--- src/csw_pkg.sv ---
// Constants, field positions and carrier types for the upper main status word.
// Assumes one device clock; no bus of its own, the host port is a plain read/command strobe.
//
// Contract
// - Bit 3 is the OR of all 64 per-node cyclic error flags, raises the interrupt, and falls only when all are zero.
// - Bit 4 sets on a data communication error and raises the interrupt.
// - Bit 5 sets when a remote node reports a reception processing error and raises the interrupt.
// - Bit 6 sets on an illegal host access such as send with an empty transmit FIFO and raises the interrupt.
// - Environment register 0 bit 9 selects how bits 4, 5 and 6 are cleared.
// - With that bit one the group clear command clears the flags whose bits are set; with it zero the command is ignored.
// - Bit 8 sets on any host write of output port data and clears only after two complete error-free cyclic rounds.
// - Bit 9 sets on a transmit FIFO write and clears on the send command or the transmit FIFO reset command.
// - Bit 10 sets when remote data lands in the receive FIFO and clears once the host has read every word.
// - Bit 12 sets when cyclic communication begins.
// - Bit 13 reads one while the device is in reset.
// - Bit 14 reads one during any system or data communication transaction.
// - Bit 15 is one only while environment bit 8 is one and a host break command is in progress.
// - The failing node number records only the most recent data communication or remote reception error.
`default_nettype none
package csw_pkg;
  localparam int NODES = 64;
  localparam int NODE_W = 6;
  localparam int BIT_CYC_ERR = 3;
  localparam int BIT_DATA_ERR = 4;
  localparam int BIT_RX_ERR = 5;
  localparam int BIT_ACC_ERR = 6;
  localparam int BIT_OUT_PEND = 8;
  localparam int BIT_TX_NE = 9;
  localparam int BIT_RX_NE = 10;
  localparam int BIT_CYC_ACT = 12;
  localparam int BIT_RST_ACT = 13;
  localparam int BIT_XFER_ACT = 14;
  localparam int BIT_BRK_ACT = 15;
  localparam int ENV_BRK_EN = 8;
  localparam int ENV_CLR_EN = 9;
  localparam logic [15:0] CMD_GRP_CLR = 16'h0400;
  localparam logic [15:0] CMD_GRP_MASK = 16'hFF00;
  localparam logic [15:0] CMD_SEND = 16'h1000;
  localparam logic [15:0] CMD_TX_RESET = 16'h0200;
  localparam logic [15:0] CMD_BREAK = 16'h0610;
  localparam logic [15:0] STATUS_RESET = 16'h0000;
  localparam logic [15:0] STATUS_IN_RESET = 16'h2000;
  localparam logic [1:0] ROUNDS_TO_CLEAR = 2'h2;

  // Event strobes from the engines and FIFOs
  typedef struct packed {
    logic data_err;
    logic rx_err;
    logic out_write;
    logic round_ok;
    logic round_err;
    logic tx_write;
    logic rx_land;
    logic rx_drained;
    logic cyc_start;
    logic xfer_busy;
    logic brk_done;
    logic [NODE_W-1:0] err_node;
  } csw_evt_t;

  typedef enum logic [1:0] {
    BRK_IDLE = 2'b00,
    BRK_RUN = 2'b01
  } csw_brk_t;
endpackage : csw_pkg
`default_nettype wire

--- src/csw_status.sv ---
// Upper main status word (bits 3..15) with interrupt output.
// Assumes engines and FIFOs give one-cycle strobes on core_clk; command is a decoded one-cycle strobe.
`timescale 1ns/1ps
`default_nettype none
module csw_status (
  input wire logic core_clk, // 50 MHz clock
  input wire logic rst, // Sync reset, high
  input wire logic ce, // Clock enable
  input wire logic [csw_pkg::NODES-1:0] cyc_err_flags, // Per-node cyclic errors
  input wire csw_pkg::csw_evt_t evt, // Engine events
  input wire logic [15:0] env_cfg_zero, // Environment register 0
  input wire logic cmd_valid, // Command strobe
  input wire logic [15:0] cmd_word, // Command word
  input wire logic tx_fifo_empty, // Transmit FIFO empty
  output logic [15:0] main_status_word, // Status read data
  output logic [csw_pkg::NODE_W-1:0] fail_node, // Last failing node
  output logic irq // Interrupt, high
);
  import csw_pkg::*;

  ////////////////////////////////////////////////////////////////////////////////
  // Command decode
  function automatic logic is_cmd(input logic [15:0] w, input logic [15:0] c);
    return w == c;
  endfunction

  logic grp_cmd;
  logic send_cmd;
  logic txrst_cmd;
  logic brk_cmd;
  logic clr_en;
  assign grp_cmd = cmd_valid && ((cmd_word & CMD_GRP_MASK) == CMD_GRP_CLR);
  assign send_cmd = cmd_valid && is_cmd(cmd_word, CMD_SEND);
  assign txrst_cmd = cmd_valid && is_cmd(cmd_word, CMD_TX_RESET);
  assign brk_cmd = cmd_valid && is_cmd(cmd_word, CMD_BREAK);
  assign clr_en = env_cfg_zero[ENV_CLR_EN];

  ////////////////////////////////////////////////////////////////////////////////
  // Sticky error flags, set wins over clear
  logic data_comm_error_flag_ff;
  logic remote_rx_error_flag_ff;
  logic host_access_error_flag_ff;
  logic acc_evt;
  logic [2:0] grp_clr;
  assign acc_evt = send_cmd && tx_fifo_empty;
  assign grp_clr = (grp_cmd && clr_en) ? cmd_word[6:4] : 3'h0;

  always_ff @(posedge core_clk) begin
    if (rst) begin
      data_comm_error_flag_ff <= 1'b0;
      remote_rx_error_flag_ff <= 1'b0;
      host_access_error_flag_ff <= 1'b0;
    end else if (ce) begin
      data_comm_error_flag_ff <= evt.data_err | (data_comm_error_flag_ff & ~grp_clr[0]);
      remote_rx_error_flag_ff <= evt.rx_err | (remote_rx_error_flag_ff & ~grp_clr[1]);
      host_access_error_flag_ff <= acc_evt | (host_access_error_flag_ff & ~grp_clr[2]);
    end
  end

  // Failing node, latest error overwrites
  always_ff @(posedge core_clk) begin
    if (rst) begin
      fail_node <= '0;
    end else if (ce && (evt.data_err || evt.rx_err)) begin
      fail_node <= evt.err_node;
    end
  end

  ////////////////////////////////////////////////////////////////////////////////
  // Pending output data: two clean rounds after the last write
  logic out_pend_ff;
  logic [1:0] rounds_ff;
  always_ff @(posedge core_clk) begin
    if (rst) begin
      out_pend_ff <= 1'b0;
      rounds_ff <= 2'h0;
    end else if (ce) begin
      if (evt.out_write) begin
        out_pend_ff <= 1'b1;
        rounds_ff <= 2'h0;
      end else if (out_pend_ff) begin
        if (evt.round_err) begin
          rounds_ff <= 2'h0;
        end else if (evt.round_ok) begin
          if (rounds_ff + 2'h1 == ROUNDS_TO_CLEAR) begin
            out_pend_ff <= 1'b0;
            rounds_ff <= 2'h0;
          end else begin
            rounds_ff <= rounds_ff + 2'h1;
          end
        end
      end
    end
  end

  ////////////////////////////////////////////////////////////////////////////////
  // FIFO occupancy and cyclic start flags
  logic tx_ne_ff;
  logic rx_ne_ff;
  logic cyc_act_ff;
  always_ff @(posedge core_clk) begin
    if (rst) begin
      tx_ne_ff <= 1'b0;
      rx_ne_ff <= 1'b0;
      cyc_act_ff <= 1'b0;
    end else if (ce) begin
      tx_ne_ff <= evt.tx_write | (tx_ne_ff & ~(send_cmd | txrst_cmd));
      rx_ne_ff <= evt.rx_land | (rx_ne_ff & ~evt.rx_drained);
      cyc_act_ff <= evt.cyc_start | cyc_act_ff;
    end
  end

  ////////////////////////////////////////////////////////////////////////////////
  // Break tracking
  csw_brk_t brk_ff;
  csw_brk_t nxt_brk;
  always_comb begin
    nxt_brk = brk_ff;
    case (brk_ff)
      BRK_IDLE: begin
        if (brk_cmd && env_cfg_zero[ENV_BRK_EN]) begin
          nxt_brk = BRK_RUN;
        end
      end
      BRK_RUN: begin
        if (evt.brk_done || !env_cfg_zero[ENV_BRK_EN]) begin
          nxt_brk = BRK_IDLE;
        end
      end
      default: nxt_brk = BRK_IDLE;
    endcase
  end

  always_ff @(posedge core_clk) begin
    if (rst) begin
      brk_ff <= BRK_IDLE;
    end else if (ce) begin
      brk_ff <= nxt_brk;
    end
  end

  ////////////////////////////////////////////////////////////////////////////////
  // Status word and interrupt
  logic cyclic_error_summary;
  logic [15:0] nxt_status;
  assign cyclic_error_summary = |cyc_err_flags;

  always_comb begin
    nxt_status = STATUS_RESET;
    nxt_status[BIT_CYC_ERR] = cyclic_error_summary;
    nxt_status[BIT_DATA_ERR] = data_comm_error_flag_ff;
    nxt_status[BIT_RX_ERR] = remote_rx_error_flag_ff;
    nxt_status[BIT_ACC_ERR] = host_access_error_flag_ff;
    nxt_status[BIT_OUT_PEND] = out_pend_ff;
    nxt_status[BIT_TX_NE] = tx_ne_ff;
    nxt_status[BIT_RX_NE] = rx_ne_ff;
    nxt_status[BIT_CYC_ACT] = cyc_act_ff;
    nxt_status[BIT_XFER_ACT] = evt.xfer_busy;
    nxt_status[BIT_BRK_ACT] = (brk_ff == BRK_RUN) && env_cfg_zero[ENV_BRK_EN];
  end

  // Registered read data; reset shows only the reset-busy bit
  always_ff @(posedge core_clk) begin
    if (rst) begin
      main_status_word <= STATUS_IN_RESET;
      irq <= 1'b0;
    end else if (ce) begin
      main_status_word <= nxt_status;
      irq <= |nxt_status[BIT_ACC_ERR:BIT_CYC_ERR];
    end
  end
endmodule // csw_status
`default_nettype wire

--- config.mk ---
export PLATFORM = sky130hd
export DESIGN_NAME = csw_status
export DESIGN_NICKNAME = d
export VERILOG_FILES = /design/src/csw_pkg.sv /design/src/csw_status.sv
export SDC_FILE = /design/constraint.sdc
export NUM_CORES = 1
export LEC_CHECK = 0
export BUFFER_PORTS_ARGS = -buffer_cell sky130_fd_sc_hd__buf_2
export CAP_MARGIN = 20
export CORE_ASPECT_RATIO = 1.75
export CORE_MARGIN = 3
export CORE_UTILIZATION = 31
export CTS_CLUSTER_DIAMETER = 100
export DETAILED_ROUTE_END_ITERATION = 6
export GPL_ROUTABILITY_DRIVEN = 0
export MAX_ROUTING_LAYER = met4
export PLACE_DENSITY = 0.77
export SLEW_MARGIN = 10
export SYNTH_ARGS = -nofsm -noshare
export SYNTH_HDL_FRONTEND = slang
export SYNTH_SLANG_ARGS = --single-unit
--- constraint.sdc ---
create_clock -name core_clk -period 1.11 [get_ports core_clk]
set_input_delay 0.0555 -clock core_clk [delete_from_list [all_inputs] [get_ports core_clk]]
set_output_delay 0.0555 -clock core_clk [all_outputs]
set_load 0.05 [all_outputs]
# Word-level counts from Yosys, hierarchy flattened
# Index checks and enable logic that the tools add are counted.
dict set report classes {
  eq_ne 8
  reduce_logical 19
  bitwise_logic 17
  mux 14
  add_sub_neg 1
}
# operator count
set op_table {}
lappend op_table {{67-bit OR reduction} 1}
lappend op_table {{64-bit OR reduction} 1}
lappend op_table {{16-bit by 10-bit == test with 1-bit output, second input constant} 1}
lappend op_table {{16-bit by 11-bit == test with 1-bit output, second input constant} 1}
lappend op_table {{16-bit by 13-bit == test with 1-bit output, second input constant} 1}
lappend op_table {{2-bit two-way mux} 7}
lappend op_table {{1-bit logical AND} 9}
lappend op_table {{8-bit by 3-bit == test with 1-bit output, second input constant} 1}
lappend op_table {{1-bit bitwise OR} 7}
lappend op_table {{3-bit AND reduction} 2}
lappend op_table {{1-bit bitwise AND} 5}
lappend op_table {{1-bit two-way mux} 5}
lappend op_table {{1-bit inverter} 5}
lappend op_table {{2-bit inequality test, second input constant} 2}
lappend op_table {{2-bit case mux with 2 select lines} 1}
lappend op_table {{3-bit two-way mux} 1}
lappend op_table {{3-bit nonzero test} 1}
lappend op_table {{2-bit by 1-bit adder with 2-bit output, second input constant} 1}
lappend op_table {{2-bit by 1-bit == test with 1-bit output, second input constant} 1}
lappend op_table {{2-bit == test, second input constant} 1}
lappend op_table {{2-bit zero test} 1}
lappend op_table {{1-bit logical OR} 2}
lappend op_table {{2-bit nonzero test} 1}
lappend op_table {{1-bit zero test} 1}
dict set report word_totals {
  register_bits 29
  elab_cells 71
}

# Longest topological paths before layout
dict set report depth {
  word_depth 7
  mapped_depth 4
  mapped_depth_nobuf 4
}

# Worst setup path after synthesis
# Ideal clock, no wire load.
dict set report synth_path {
  path_kind {input -> register}
  from {input cmd_word[13]}
  to {register brk_ff[0]}
  stages 4
  path_buffers 0
  arrival_ns 1.087
  path_slack_ns -0.047
  cell_sequence {nor4b_2 > nand4_1 > or4b_1 > a21oi_1}
}
dict set report synth_between {
  elab_chain_len 5
}
# element line
set synth_lines {}
lappend synth_lines {{from (decl)} csw_status.sv:13} ;# input wire logic [15:0] cmd_word,
lappend synth_lines {{16-bit by 11-bit == test with 1-bit output} csw_status.sv:24} ;# return w == c;
lappend synth_lines {{1-bit logical AND} csw_status.sv:35} ;# assign brk_cmd = cmd_valid && is_cmd(cmd_word, CMD_BREAK);
lappend synth_lines {{1-bit logical AND} csw_status.sv:121} ;# if (brk_cmd && env_cfg_zero[ENV_BRK_EN]) begin
lappend synth_lines {{2-bit inequality test (no line)} --}
lappend synth_lines {{3-bit AND reduction (no line)} --}
lappend synth_lines {{to (signal assigned)} csw_status.sv:138} ;# brk_ff <= nxt_brk;
lappend synth_lines {{to (decl)} csw_status.sv:115} ;# csw_brk_t brk_ff;
# Every way passes these cells.
# A chain may end at the register's enable or synchronous reset.

# Final worst setup path
dict set report layout_path {
  from {register brk_ff[0]}
  to {register brk_ff[0]}
}
dict set report layout_between {
  elab_chain_len 3
  elab_cells_between_ends 6
  classes_between {3 x eq/ne; 1 x mux; 2 x reduce/logical}
}
# element line
set layout_lines {}
lappend layout_lines {{2-bit by 1-bit == test with 1-bit output / 2-bit zero test (equally long branches)} csw_status.sv:119} ;# case (brk_ff)
lappend layout_lines {{2-bit inequality test (no line)} --}
lappend layout_lines {{3-bit AND reduction (no line)} --}
# Several ways; a longest one is shown, not always the timed one.

==> results.json <==
{
  "status": "complete, but fails checks",
  "failed_checks": "negative setup slack",
  "hp-class": "in -> reg",
  "crit_start": "brk_ff[0]$_SDFFE_PP0P_",
  "num-nets-final": 394,
  "synth-main-ff-cell": "dfxtp_1",
  "antenna_found_initial": 0,
  "power_density_nw_per_um2": 1050,
  "cts_buffers": 3,
  "path_max_fanout": 2,
  "grt_max_degree": 26,
  "hold_buffers": 0,
  "viasPerCell": 4.88,
  "min_period_ps": 1160,
  "reg2reg_slack_ps": -50,
  "critPathLaunchType": "flip-flop",
  "vias": 1571,
  "clock_skew_ps": 3.56,
  "fin_crit_sh": 1.05,
  "met1_usage": 0.154,
  "drc_errors": 0,
  "grt_usage": 0.160,
  "synth.cell_area_um2": 1290,
  "grt-ovfl-total": 0,
  "synthTopCellsByCount": "28 x dfxtp_1, 21 x nor2_1, 17 x nor4_1",
  "drt_iter0_drc": 8,
  "synthXorXnorAreaFrac": 0.00680,
  "ant_nets": 0,
  "required_ps": 1320,
  "core_area_um2": 3940,
  "cts.sinks": 28,
  "die_x_um": 54.7,
  "synthTopCellsByArea": "dfxtp_1 44%, mux2i_1 12%, nor4_1 8.3%",
  "setup_tns_ps": -54.6,
  "fin_ws_ps": -54.6,
  "synth_top_family_by_area": "simple AND/OR/NAND/NOR gates",
  "cts_buffer_depth": 2,
  "rsz0062_at_grt": "yes",
  "first_pass_iters": 4,
  "timing.rr.start": "brk_ff[0]$_SDFFE_PP0P_",
  "synthAdderAreaFrac": 0,
  "yosysMostFrequentCell": "dfxtp_1",
  "grt_use_met2": 0.295,
  "synth_top_cell_by_area": "dfxtp_1",
  "min_from": "evt[3]",
  "busiest_layer": "met2",
  "ios": 141,
  "leakagePower_nw": 1.06,
  "ys_warn_count": 0,
  "fill_cells": 412,
  "cts_tree": "done",
  "syn_inst": 146,
  "cts_setup_buffers": 0,
  "synth_area_per_cell_um2": 8.82,
  "ys_types": 33,
  "worst-setup-path-type": "reg -> reg",
  "setup_viol": 1,
  "area_growth_pct": 59.0,
  "gr-usage-met3": 0.0246,
  "synth_top_area_frac": 0.435,
  "r2r-end": "brk_ff[0]$_SDFFE_PP0P_",
  "crit_end": "brk_ff[0]$_SDFFE_PP0P_",
  "synth_mux_area_frac": 0.117,
  "clk_latency_ps": 270,
  "async_flop_share": 0,
  "synth-edff-count": 0,
  "pre_cts_ws_ps": -232,
  "synthSimpleGateAreaFrac": 0.282,
  "final_util": 0.519,
  "dieHeight_um": 91.3,
  "slew_viol_final": 0,
  "postRouteWirelength_um": 3930,
  "drive_above_1_share": 0.504,
  "hpwl_um": 3420,
  "finalHoldViolations": 0,
  "rows": 30,
  "seq_area_frac_synth": 0.435,
  "wire_per_inst_um": 12.2,
  "die_area_um2": 4990,
  "cts-root-buf": "clkbuf_8",
  "peakVddDrop_uv": 898,
  "synth-compound-area-share": 0.101,
  "cts.clk_slew.worst_paths_ps": 90,
  "worst_ep_arrival_time_ps": 1370,
  "clock.fmax_mhz": 859,
  "grt_pass1_vias": 1495,
  "rr_worst_depth": 3,
  "antennaDiodeCount": 0,
  "io_buffers": 121,
  "ys_seq_elements": 28,
  "end_kind": "flip-flop",
  "drv_cap": 0,
  "cts-htree-levels": 1,
  "grt_pass1_wl_um": 5920,
  "start_util": 0.327
}
## what timing repair did
action,CTS,global route
gates cloned,0,0
endpoints found under the setup margin,1,4
pin swaps,0,1
gates resized for setup,0,3
## kinds of logic (layout without fill, tap and decap cells)
kind of cell	after synthesis	in the layout
other cells	1	5
buf+inv	14	138
xor+xnor	1	1
compound gates	22	22
mux	15	15
flops	28	28
simple gates	65	65
## final cells by class
type	count	area (um^2)	share of cell area
Clock buffer	3	41.3	0.0202
Inverter	4	15.0	0.00733
Multi-Input combinational cell	108	689	0.337
Sequential cell	28	561	0.274
Tap cell	48	60.1	0.0293
Timing Repair Buffer	131	681	0.333
## flip-flops by register name, summed over array words and instances, names as in the netlist
register,count
data_comm_error_flag_ff,1
tx_ne_ff,1
irq,1
rx_ne_ff,1
brk_ff,1
fail_node,6
out_pend_ff,1
cyc_act_ff,1
host_access_error_flag_ff,1
remote_rx_error_flag_ff,1
rounds_ff,2
main_status_word,11
## how the worst min path moves through the flow
| stage | depth (start not counted) | to |
|---|---|---|
| after floorplan | 2 | cyc_act_ff$_SDFFE_PP0P_ |
| after global placement | 3 | fail_node[2]$_SDFFE_PP0P_ |
| after detailed placement | 3 | fail_node[3]$_SDFFE_PP0P_ |
| after CTS | 3 | fail_node[3]$_SDFFE_PP0P_ |
| after global routing | 3 | fail_node[0]$_SDFFE_PP0P_ |
| final | 3 | fail_node[3]$_SDFFE_PP0P_ |
## cell usage in the layout (no fill, tap or decap), drive strengths merged, types with 4 or more instances in the layout
cell type and count:
inv 4, nor4 17, conb 5, nand4 5
a21oi 8, buf 131, o21ai 6, dfxtp 28
nor2 21, nand2 6, mux2i 15
## metrics by stage
| stage | cell area (um^2) | instances | hold slack, ps | power, mW |
|---|---|---|---|---|
| floorplan | 1310 | 150 | 197 | 1.39 |
| global placement | 2000 | 319 | 285 | 1.63 |
| detailed placement | 2000 | 319 | 298 | 1.64 |
| CTS | 2040 | 322 | 12.4 | 2.17 |
| global route | 2050 | 322 | 27.4 | 2.26 |
| finish | 2050 | 322 | 15.0 | 2.14 |
## where the power goes
group | switching [mW] | total (mW) | internal (mW)
Sequential | 0.0242 | 1.08 | 1.05
Combinational | 0.307 | 0.540 | 0.233
Clock | 0.282 | 0.525 | 0.243
## worst max-delay path, cell delays in order (launching register included)
cell,delay (ps)
dfxtp_1,320
nand4b_1,150
or4b_1,500
a21oi_2,130
## metal layers
layer	part of all wire	vias up
met5	0	-
li1	-	783
met4	0.018	0
met3	0.12	7
met1	0.31	699
met2	0.55	82
(Power assumes the default switching activity.)
